===== config.mk =====
export PLATFORM = sky130hd
export DESIGN_NAME = uac_top
export DESIGN_NICKNAME = d
export VERILOG_FILES = /design/src/logic/uac_pkg.sv /design/src/logic/uac_sync2.sv /design/src/logic/uac_top.sv
export SDC_FILE = /design/constraint.sdc
export NUM_CORES = 1
export LEC_CHECK = 0
export BUFFER_PORTS_ARGS = -buffer_cell sky130_fd_sc_hd__buf_4
export CAP_MARGIN = 20
export CORE_MARGIN = 3
export CORE_UTILIZATION = 42
export CTS_CLUSTER_SIZE = 16
export DETAILED_ROUTE_END_ITERATION = 10
export GPL_TIMING_DRIVEN = 0
export SYNTH_ARGS = -nofsm -noshare
export SYNTH_HDL_FRONTEND = slang
export SYNTH_SLANG_ARGS = --single-unit

===== constraint.sdc =====
create_clock -name i_clk -period 5.2 [get_ports i_clk]
set_input_delay 0.52 -clock i_clk [delete_from_list [all_inputs] [get_ports i_clk]]
set_output_delay 0.52 -clock i_clk [all_outputs]
set_load 0.05 [all_outputs]

===== src/logic/uac_pkg.sv =====
// Shared constants for the UART ancillary strap, clock-routing and reset block.
// Assumes a single 25 MHz system clock.
package uac_pkg;
    localparam int unsigned CLK_PERIOD_NS = 40;
    localparam int unsigned RESET_MIN_NS = 40;
    localparam int unsigned RESET_MIN_CYC =
        (RESET_MIN_NS + CLK_PERIOD_NS - 1) / CLK_PERIOD_NS < 1 ? 1 :
        (RESET_MIN_NS + CLK_PERIOD_NS - 1) / CLK_PERIOD_NS;
    localparam int unsigned MCR_IR_BIT = 6;
    localparam int unsigned BAUD_DIV_W = 16;
    localparam logic [15:0] BAUD_DIV_RST = 16'h0001;
    localparam logic TX_IDLE_NORMAL = 1'b1;
    localparam logic TX_IDLE_IR = 1'b0;
    localparam logic GP_OUT_RST = 1'b1;
    localparam logic BUS_DRIVE_DISABLE_N_RST = 1'b1;
    localparam logic BAUD_OUT_RST = 1'b1;
    typedef enum logic [2:0] {
        UAC_BUS_SEP = 3'b001,
        UAC_BUS_COMB = 3'b010,
        UAC_BUS_PC = 3'b100
    } uac_bus_e;
endpackage


===== src/logic/uac_sync2.sv =====
// Two-flip-flop synchroniser for asynchronous pin levels.
// Assumes the destination clock is i_clk; reset value is a constant parameter.
module uac_sync2 #(
    parameter int W = 1,
    parameter logic [W-1:0] RST_VAL = '0
) (
    // Clock and reset
    input wire logic i_clk,
    input wire logic i_rst_b,
    // Data
    input wire logic [W-1:0] i_d,
    output logic [W-1:0] o_q
);
    logic [W-1:0] meta_ff;
    logic [W-1:0] sync_ff;

    always_ff @(posedge i_clk or negedge i_rst_b) begin
        if (!i_rst_b) begin
            meta_ff <= RST_VAL;
            sync_ff <= RST_VAL;
        end else begin
            meta_ff <= i_d;
            sync_ff <= meta_ff;
        end
    end

    assign o_q = sync_ff;
endmodule


===== src/logic/uac_top.sv =====
// UART ancillary logic: bus-type straps, reset polarity, baud clock routing,
// read transceiver control, infrared strap capture and general outputs.
// Assumes pins are asynchronous to i_clk; the serial engine sits outside.
import uac_pkg::*;

// Function
// [RULE1] Receiver 16x clock from receiver clock pin
// [RULE2] Baud output active low, 16x baud clock
// [RULE3] Board ties baud output to receiver clock
// [RULE4] PC mode: internal routing, pin decodes printer
// [RULE5] Low PC select enables on-chip decode
// [RULE6] Drive disable low during host reads
// [RULE7] Capture infrared strap at reset release
// [RULE8] Transmit idles low infrared, high normal
// [RULE9] Software infrared bit overrides strap afterwards
// [RULE10] Minimum reset pulse resets registers and outputs
// [RULE11] In reset ignore receive, hold transmit high; code holds it low when the infrared strap is set
// [RULE12] Reset polarity follows bus-type select
// [RULE13] Bus-type select picks strobe bus style
// [RULE14] Two active-low general outputs from software bits
// [RULE15] PC mode only when both selects low
// [RULE16] Reset release synchronised to internal clock
module uac_top #(
    parameter int DIV_W = uac_pkg::BAUD_DIV_W
) (
    // Clock and power-on reset
    input wire logic i_clk,
    input wire logic i_rst_b,
    // Strap and reset pins
    input wire logic i_reset_pin,
    input wire logic i_bus_type_sel,
    input wire logic i_pc_decode_sel_n,
    input wire logic i_infrared_strap,
    // Host bus strobes
    input wire logic i_read_strobe_n,
    input wire logic i_write_strobe_n,
    input wire logic i_cs_n,
    input wire logic i_rd_wr_n,
    // Printer port decode from the address decoder
    input wire logic i_printer_port_a_decode,
    // Receiver clock pin and serial lines
    input wire logic i_rclk,
    input wire logic i_rx,
    input wire logic i_tx_data,
    input wire logic i_tx_active,
    // Register values from the register file
    input wire logic [DIV_W-1:0] i_baud_div,
    input wire logic [7:0] i_modem_control_reg,
    input wire logic i_mcr_wr,
    input wire logic i_gp_a_bit,
    input wire logic i_gp_b_bit,
    // Clock and serial outputs
    output logic o_baud_clk_out_n,
    output logic o_rx_clk16,
    output logic o_rx_data,
    output logic o_tx,
    // Bus and mode outputs
    output logic o_bus_drive_disable_n,
    output logic o_pc_decode_en,
    output logic o_bus_sep,
    output logic o_bus_comb,
    output logic o_infrared_mode,
    output logic o_core_rst_b,
    // General-purpose outputs
    output logic o_gp_out_a_n,
    output logic o_gp_out_b_n
);
    import uac_pkg::*;

    logic [2:0] strap_s;
    logic [6:0] pin_s;
    logic bus_type_s;
    logic pc_sel_n_s;
    logic ir_strap_s;
    logic rd_n_s;
    logic cs_n_s;
    logic rd_wr_n_s;
    logic rclk_s;
    logic rx_s;
    logic reset_pin_s;

    uac_sync2 #(.W(3), .RST_VAL(3'h6)) u_sync_strap (
        .i_clk(i_clk),
        .i_rst_b(i_rst_b),
        .i_d({i_bus_type_sel, i_pc_decode_sel_n, i_infrared_strap}),
        .o_q(strap_s)
    );

    uac_sync2 #(.W(7), .RST_VAL(7'h3f)) u_sync_pins (
        .i_clk(i_clk),
        .i_rst_b(i_rst_b),
        .i_d({i_reset_pin, i_read_strobe_n, i_cs_n, i_rd_wr_n, i_rx, i_rclk,
              i_write_strobe_n}),
        .o_q(pin_s)
    );

    assign bus_type_s = strap_s[2];
    assign pc_sel_n_s = strap_s[1];
    assign ir_strap_s = strap_s[0];
    assign reset_pin_s = pin_s[6];
    assign rd_n_s = pin_s[5];
    assign cs_n_s = pin_s[4];
    assign rd_wr_n_s = pin_s[3];
    assign rx_s = pin_s[2];
    assign rclk_s = pin_s[1];

    // Bus mode decode
    uac_bus_e bus_mode;
    logic pc_mode;
    assign pc_mode = !bus_type_s && !pc_sel_n_s; // [RULE15] [RULE5]
    assign bus_mode = pc_mode ? UAC_BUS_PC :
        (bus_type_s ? UAC_BUS_COMB : UAC_BUS_SEP); // [RULE13] [RULE15]

    // Reset polarity: high-active with bus-type select low (separate-strobe and PC), low-active on combined-strobe bus
    logic pin_reset_active;
    assign pin_reset_active = bus_type_s ? !reset_pin_s : reset_pin_s; // [RULE12]

    // Internal reset, released on one clock edge
    logic rst_hold_ff;
    logic nxt_rst_hold;
    logic rst_dly_ff;
    assign nxt_rst_hold = pin_reset_active; // [RULE10]

    always_ff @(posedge i_clk or negedge i_rst_b) begin
        if (!i_rst_b) begin
            rst_hold_ff <= 1'b1;
            rst_dly_ff <= 1'b1;
        end else begin
            rst_hold_ff <= nxt_rst_hold; // [RULE16]
            rst_dly_ff <= rst_hold_ff;
        end
    end

    logic release_edge;
    assign release_edge = rst_dly_ff && !rst_hold_ff; // [RULE16]

    // Infrared mode: strap at release, then software bit
    logic ir_mode_ff;
    logic nxt_ir_mode;
    logic ir_strap_ff;
    assign nxt_ir_mode = rst_hold_ff ? ir_strap_s :
        release_edge ? ir_strap_s : // [RULE7]
        i_mcr_wr ? i_modem_control_reg[MCR_IR_BIT] : ir_mode_ff; // [RULE9]

    always_ff @(posedge i_clk or negedge i_rst_b) begin
        if (!i_rst_b) begin
            ir_mode_ff <= 1'b0;
            ir_strap_ff <= 1'b0;
        end else begin
            ir_mode_ff <= nxt_ir_mode;
            ir_strap_ff <= ir_strap_s;
        end
    end

    // Baud generator: 16x clock from the programmed divisor
    logic [DIV_W-1:0] div_cnt_ff;
    logic [DIV_W-1:0] nxt_div_cnt;
    logic baud_ff;
    logic nxt_baud;
    logic [DIV_W-1:0] div_half;
    logic div_wrap;
    assign div_half = (i_baud_div >> 1) == '0 ? DIV_W'(1) : (i_baud_div >> 1);
    assign div_wrap = div_cnt_ff >= div_half - DIV_W'(1);
    assign nxt_div_cnt = (rst_hold_ff || div_wrap) ? '0 : div_cnt_ff + DIV_W'(1);
    assign nxt_baud = rst_hold_ff ? 1'b0 : (div_wrap ? !baud_ff : baud_ff); // [RULE2]

    always_ff @(posedge i_clk or negedge i_rst_b) begin
        if (!i_rst_b) begin
            div_cnt_ff <= '0;
            baud_ff <= 1'b0;
        end else begin
            div_cnt_ff <= nxt_div_cnt;
            baud_ff <= nxt_baud;
        end
    end

    // Output selection
    logic nxt_baud_pin_n;
    logic nxt_rx_clk;
    logic nxt_rx_data;
    logic nxt_tx;
    logic nxt_bus_drive_disable_n_n;
    logic host_read;
    logic comb_read;
    logic sep_read;
    logic baud_src_n;
    logic rx_idle_level;
    logic tx_idle_level;
    logic tx_rst_level;
    logic tx_run_level;
    assign baud_src_n = pc_mode ? !i_printer_port_a_decode : !baud_ff; // [RULE4] [RULE2]
    assign nxt_baud_pin_n = rst_hold_ff ? BAUD_OUT_RST : baud_src_n;
    assign nxt_rx_clk = pc_mode ? baud_ff : rclk_s; // [RULE1] [RULE4]
    // Receive pin masked to its idle level while reset holds
    assign rx_idle_level = ir_mode_ff ? 1'b0 : 1'b1;
    assign nxt_rx_data = rst_hold_ff ? rx_idle_level : rx_s; // [RULE11]
    assign tx_idle_level = ir_mode_ff ? TX_IDLE_IR : TX_IDLE_NORMAL; // [RULE8]
    assign tx_rst_level = ir_strap_ff ? TX_IDLE_IR : TX_IDLE_NORMAL; // [RULE11]
    assign tx_run_level = i_tx_active ? i_tx_data : tx_idle_level;
    assign nxt_tx = rst_hold_ff ? tx_rst_level : tx_run_level;
    assign comb_read = !cs_n_s && rd_wr_n_s;
    assign sep_read = !rd_n_s && !cs_n_s;
    assign host_read = (bus_mode == UAC_BUS_COMB) ? comb_read : sep_read; // [RULE13]
    assign nxt_bus_drive_disable_n_n = rst_hold_ff ? BUS_DRIVE_DISABLE_N_RST : !host_read; // [RULE6]

    // Baud clock or printer decode pin
    always_ff @(posedge i_clk or negedge i_rst_b) begin
        if (!i_rst_b) begin
            o_baud_clk_out_n <= BAUD_OUT_RST;
        end else begin
            o_baud_clk_out_n <= nxt_baud_pin_n;
        end
    end

    // Receiver sampling clock
    always_ff @(posedge i_clk or negedge i_rst_b) begin
        if (!i_rst_b) begin
            o_rx_clk16 <= 1'b0;
        end else begin
            o_rx_clk16 <= nxt_rx_clk;
        end
    end

    // Receive data towards the serial engine
    always_ff @(posedge i_clk or negedge i_rst_b) begin
        if (!i_rst_b) begin
            o_rx_data <= 1'b1;
        end else begin
            o_rx_data <= nxt_rx_data;
        end
    end

    // Transmit pin
    always_ff @(posedge i_clk or negedge i_rst_b) begin
        if (!i_rst_b) begin
            o_tx <= TX_IDLE_NORMAL;
        end else begin
            o_tx <= nxt_tx;
        end
    end

    // Transceiver direction
    always_ff @(posedge i_clk or negedge i_rst_b) begin
        if (!i_rst_b) begin
            o_bus_drive_disable_n <= BUS_DRIVE_DISABLE_N_RST;
        end else begin
            o_bus_drive_disable_n <= nxt_bus_drive_disable_n_n;
        end
    end

    // Mode flags
    logic nxt_pc_en;
    logic nxt_sep;
    logic nxt_comb;
    assign nxt_pc_en = bus_mode == UAC_BUS_PC; // [RULE5]
    assign nxt_sep = bus_mode == UAC_BUS_SEP; // [RULE13]
    assign nxt_comb = bus_mode == UAC_BUS_COMB; // [RULE13]

    always_ff @(posedge i_clk or negedge i_rst_b) begin
        if (!i_rst_b) begin
            o_pc_decode_en <= 1'b0;
            o_bus_sep <= 1'b0;
            o_bus_comb <= 1'b0;
        end else begin
            o_pc_decode_en <= nxt_pc_en;
            o_bus_sep <= nxt_sep;
            o_bus_comb <= nxt_comb;
        end
    end

    // Infrared flag and core reset
    always_ff @(posedge i_clk or negedge i_rst_b) begin
        if (!i_rst_b) begin
            o_infrared_mode <= 1'b0;
            o_core_rst_b <= 1'b0;
        end else begin
            o_infrared_mode <= ir_mode_ff;
            o_core_rst_b <= !rst_hold_ff; // [RULE10]
        end
    end

    // General outputs: one flop per software bit
    logic [1:0] gp_bit;
    logic gp_n_ff [2];
    assign gp_bit = {i_gp_b_bit, i_gp_a_bit};

    for (genvar g = 0; g < 2; g++) begin : g_gp
        logic nxt_gp_n;
        assign nxt_gp_n = rst_hold_ff ? GP_OUT_RST : !gp_bit[g]; // [RULE14]

        always_ff @(posedge i_clk or negedge i_rst_b) begin
            if (!i_rst_b) begin
                gp_n_ff[g] <= GP_OUT_RST;
            end else begin
                gp_n_ff[g] <= nxt_gp_n;
            end
        end
    end

    assign o_gp_out_a_n = gp_n_ff[0];
    assign o_gp_out_b_n = gp_n_ff[1];
endmodule


== Word-level counts from Yosys, hierarchy flattened ==
Index checks and enable logic that the tools add are counted.

* Flip-flop bits (word level): 53
* Bits of input ports: 42

* Order comparisons: 1
* Mux-type cells: 22
* Equality and inequality tests: 3
* Reductions and logical operators: 19
* Add/sub/neg operators: 2

{| class="wikitable"
|+ Operators with widths
! kind !! number
|-
| $mux W1 || 18
|-
| $add A16 B1 Y16 const B || 1
|-
| $ge A16 B16 Y1 || 1
|-
| $logic_not A16 Y1 || 1
|-
| $mux W16 || 1
|-
| $sub A15 B1 Y16 const B || 1
|-
| $mux W15 || 1
|-
| $logic_not A1 Y1 || 11
|-
| $logic_and A1 B1 Y1 || 4
|-
| $eq A3 B1 Y1 const B || 1
|-
| $eq A3 B2 Y1 const B || 1
|-
| $eq A3 B3 Y1 const B || 1
|-
| $mux W3 || 1
|-
| $reduce_bool A3 Y1 || 1
|-
| $mux W2 || 1
|-
| $reduce_bool A2 Y1 || 1
|-
| $logic_or A1 B1 Y1 || 1
|}

== Longest topological paths before layout ==
* Depth after elaboration: 7
* Depth in mapped cells: 16

== By module ==
Synthesis repeated with hierarchy kept, for this count alone.

* Cells, all modules: 210
* Area, all modules: 2426.1 um^2

{| class="wikitable"
|+ By module, submodules not included
! module !! area each (um^2) !! times used !! cells each
|-
| uac_top || 1905.6 || 1 || 190
|-
| uac_sync2 (u_sync_pins) || 365.4 || 1 || 14
|-
| uac_sync2 (u_sync_strap) || 155.1 || 1 || 6
|}

== Worst setup path before layout ==
Ideal clock, no wire load.

* Path kind: input port to flip-flop
* Start: in i_baud_div[7]
* End: reg div_cnt_ff[10]
* Data required time: 5.068 ns
* Arrival time: 3.613 ns
* Cell stages on the path: 15
* Setup slack: 1.455 ns
* Setup time: 0.132 ns
* Cells stage by stage: or4_4 nor3_1 a31oi_1 ha_1 or2b_2 or3_4 or3_4 xor2_1 ha_1 nand4_1 o22ai_1 a211oi_1 o211ai_1 clkbuf_1 nor2_1

* Longest elaborated chain between the ends: 6

{| class="wikitable"
|+ RTL lines
! element !! RTL line !! text
|-
| start: declaration || uac_top.sv:47 || <nowiki>input wire logic [DIV_W-1:0] i_baud_div,</nowiki>
|-
| $logic_not A16 Y1 || uac_top.sv:162 || <nowiki>assign div_half = (i_baud_div >> 1) == '0 ? DIV_W'(1) : (i_baud_div >> 1);</nowiki>
|-
| $mux W15 (*) || uac_top.sv:162 ||
|-
| $sub A15 B1 Y16 (*) || uac_top.sv:163 || <nowiki>assign div_wrap = div_cnt_ff >= div_half - DIV_W'(1);</nowiki>
|-
| $ge A16 B16 Y1 (*) || uac_top.sv:163 ||
|-
| $logic_or A1 B1 Y1 (*) || uac_top.sv:164 || <nowiki>assign nxt_div_cnt = (rst_hold_ff || div_wrap) ? '0 : div_cnt_ff + DIV_W'(1);</nowiki>
|-
| $mux W16 (*) || uac_top.sv:164 ||
|-
| via nxt_div_cnt[10] || uac_top.sv:157 || <nowiki>logic [DIV_W-1:0] nxt_div_cnt;</nowiki>
|-
| end signal: assignment || uac_top.sv:172 || <nowiki>div_cnt_ff <= nxt_div_cnt;</nowiki>
|-
| end: declaration || uac_top.sv:156 || <nowiki>logic [DIV_W-1:0] div_cnt_ff;</nowiki>
|}

The timed path passes the listed nets; every way through them passes the cells marked *.
A chain may end at the register's enable or synchronous reset.

== Worst setup path after layout ==
* Start: in i_baud_div[14]
* End: reg div_cnt_ff[9]

Same word-level chain as after synthesis.

==> results.toml <==
[worst_setup_path]
cp.depth = 17
cpPeakStageDelay_ns = 0.54
rr_worst_depth = 7
arrival_ns = 4.47
critPathLaunch = "i_baud_div[14]"
r2r_start = "div_cnt_ff[11]"
path_class = "input pin to flip-flop"
startpoint_type = "input pin"
end_kind = "flip-flop"
worstPathBufferInverterCount = 2
required_ns = 5.37
path_max_fanout = 10
worst_r2r_endpoint = "div_cnt_ff[9]"
endpoint = "div_cnt_ff[9]"
reg2reg_slack_ns = 2.76
cpMaxStageDelayCell = "or4_1"
crit_chain = "buf_4 > or4_1 > nor3_1 > a31oi_1 > ha_1 > or2b_2 > or3_4 > or3_4 > nor2_1 > xnor2_1 > ha_1 > nand4_1 > nor3_1 > o211ai_1 > o211ai_1 > clkbuf_1 > nor2_1"
cp_top_family = "simple AND/OR/NAND/NOR gates"

[drt]
remaining_drc_errors = 0
wl_um = 4040
num_vias = 1608
viasPerCell = 4.87
wl_per_cell_um = 12.2
drtIter0Drc = 60
first_pass_iters = 4
final_antenna_net_count = 0

[global_route]
grt_pass1_vias = 1557
grt_max_degree = 52
grt_pass1_wl_um = 6820
antenna_found_initial = 0
grt_usage_pct = 13.7
grt_overflow_total = 0

[synthesis]
yosysTopAreaCell = "dfrtp_1"
synth-compound-area-share_pct = 5.11
synthMuxAreaShare_pct = 2.27
ys_ff_latch = 51
syn_area_um2 = 2370
syn-num-nets = 268
synth.distinct_cells = 36
synth_xor_area_share_pct = 9.59
yosys_warnings = 0
synth_edf_count = 0
yosys.area_share.adder_pct = 9.49
syn_avg_cell_area_um2 = 11.4
yosysTopAreaCellShare_pct = 30.6
yosysMostFrequentCell = "dfrtp_1"
synth-simple-area-share_pct = 17.3
ys_seq_area_share_pct = 54.9
synthCells = 208
synth_top_family_by_area = "simple AND/OR/NAND/NOR gates"
ys_async_sr_fraction_pct = 100
synth_area_leaders = "dfrtp_1 31%, dfstp_2 24%, ha_1 9.5%, xor2_1 5.5%, nor2_1 4.4%"
synthTopCellsByCount = "29 x dfrtp_1, 28 x nor2_1, 22 x dfstp_2"
synthFlopType = "dfrtp_1"

[timing]
min_period_ns = 4.29
setup_violations = 0
slew_headroom_pct = 54.4
setup_ws_ns = 0.909
max_freq_mhz = 233
tns_ns = 0
fin_skew_ns = 0.00422
final_hold_viol_count = 0
rsz0062_at_grt = "false"
drv_slew = 0
post-route-period-util_pct = 82.5
worst_slew_pin_slew_ns = 0.681

[placed_design]
gp_congestion = 0.768
dp_slack_ns = 0.596
placed_area_um2 = 2790
portBuffers = 44
place_hpwl_um = 3070

[cells_and_area]
drive_above_1_share_pct = 31.5
fillerInstances = 488
diodes = 0
multi_input_area_um2 = 1040
nets = 319
synthToLayoutAreaGrowth_pct = 21.5
postLayoutCellArea_um2 = 2880
regArea_um2 = 1300

[cts]
ctsRootBufferMaster = "clkbuf_8"
cts_tree = "built"
cts_hold_buf = 0
post_cts_resized = 0
ctsHtreeMaxLevel = 2
cts_setup_buffers = 0
cts.sinks = 51
clkLatencyLatePin_ns = 0.30
clk_pin_slew_ns = 0.08
cts_buffers = 5
cts.path.max_buffers = 2

[die]
core_um2 = 5270
placement_rows = 26
die_h_um = 81.2
fp.dieW_um = 81.2
start_util_pct = 45.0
dieArea_um2 = 6590
io_pins = 54

[pwr]
power_frac_seq_pct = 55.3
p_sw_share_pct = 26.6
ir_drop_mv = 0.189
p_int_uw = 593
p_leak_uw = 0.00128
powerDensity_nw_per_um2 = 280
power.total_uw = 808
clockPowerShare_pct = 28.2
share_comb_of_total_power_pct = 16.5
p_switching_uw = 215

[hold_path]
hp-class = "input pin to async pin"

[run]
maxCapViolations = 0

[run_status]
status = "completed"
power by group through the flow:
| stage | logic (uW) | clock network [uW] | registers (uW) |
|---|---|---|---|
| after CTS | 136 | 237 | 448 |
| after floorplan | 47.1 | 0 | 484 |
| after global routing | 148 | 254 | 452 |
| after detailed placement | 136 | 0 | 455 |
| final | 134 | 228 | 447 |
| after global placement | 134 | 0 | 453 |
worst reg2reg max path, delay by kind of cell (launching register included):
| family | cells | cell delay [ns] |
|---|---|---|
| compound gates | 3 | 0.83 |
| fa+ha+maj | 1 | 0.35 |
| flops | 1 | 0.44 |
| simple gates | 2 | 0.25 |
| buf+inv | 1 | 0.44 |
routing by layer:
layer / global-route usage, % / vias to the layer above / routed length, um / share of wire (%)
li1: - / 825 / - / -
met1: 17.2 / 755 / 1860 / 46
met2: 22.1 / 23 / 1990 / 49
met3: 4.99 / 5 / 152 / 3.8
met4: 4.05 / 0 / 33 / 0.82
met5: 0 / - / 0 / 0
how the worst min path moves through the flow:
| stage | from | endpoint | depth (start not counted) |
|---|---|---|---|
| floorplan | i_rst_b | baud_ff | 0 |
| global placement | u_sync_strap.meta_ff[0] | u_sync_strap.o_q[0] | 0 |
| detailed placement | u_sync_pins.meta_ff[6] | u_sync_pins.o_q[6] | 0 |
| CTS | i_rst_b | div_cnt_ff[2] | 1 |
| global route | i_rst_b | o_bus_comb | 1 |
| finish | i_rst_b | div_cnt_ff[2] | 1 |
metrics by stage:
step                hold slack (ns)  std cells  utilization, %
finish                        0.227        330            54.7
detailed placement            0.335        322            53.0
CTS                           0.236        330            54.7
global placement              0.333        322            53.0
floorplan                     0.224        208               -
global route                  0.252        330            54.7
kinds of logic after synthesis:
family                     Yosys count
and+or+nand+nor                     81
muxes                                5
AOI/OAI and AO/OA                   19
other                                1
xor gates and xnor gates            26
adders and majority gates           18
DFF                                 51
buffers and inverters                7
sequential cells by signal (all words and copies together), names as in the netlist, 3 cells and up:
register              count
u_sync_pins.meta_ff       6
u_sync_pins.o_q           6
u_sync_strap.o_q          3
u_sync_strap.meta_ff      3
div_cnt_ff               16
layout make-up:
| cell class | instances | share of cell area (%) |
|---|---|---|
| sequential | 51 | 45.2 |
| multi-input combinational | 150 | 36.2 |
| timing repair buffer | 44 | 11.5 |
| tap | 70 | 3.04 |
| clock buffer | 7 | 2.99 |
| inverter | 5 | 0.651 |
| buffer | 2 | 0.260 |
| clock inverter | 1 | 0.174 |
cell usage in the layout (no fill, tap or decap), types with 2 or more instances in the layout:
master / n
buf_4: 44
dfrtp_1: 29
nor2_1: 28
dfstp_2: 22
ha_1: 18
xor2_1: 15
nand2_1: 14
xnor2_1: 11
nor3_1: 8
a21oi_1: 7
nand3_1: 7
nand4_1: 6
clkbuf_8: 6
inv_1: 5
a211oi_1: 4
nor4_1: 3
clkbuf_1: 3
mux2_2: 3
or4_1: 2
or3_1: 2
or3_4: 2
mux2i_1: 2
o211ai_1: 2
o21ai_0: 2
(Power assumes the default switching activity.)
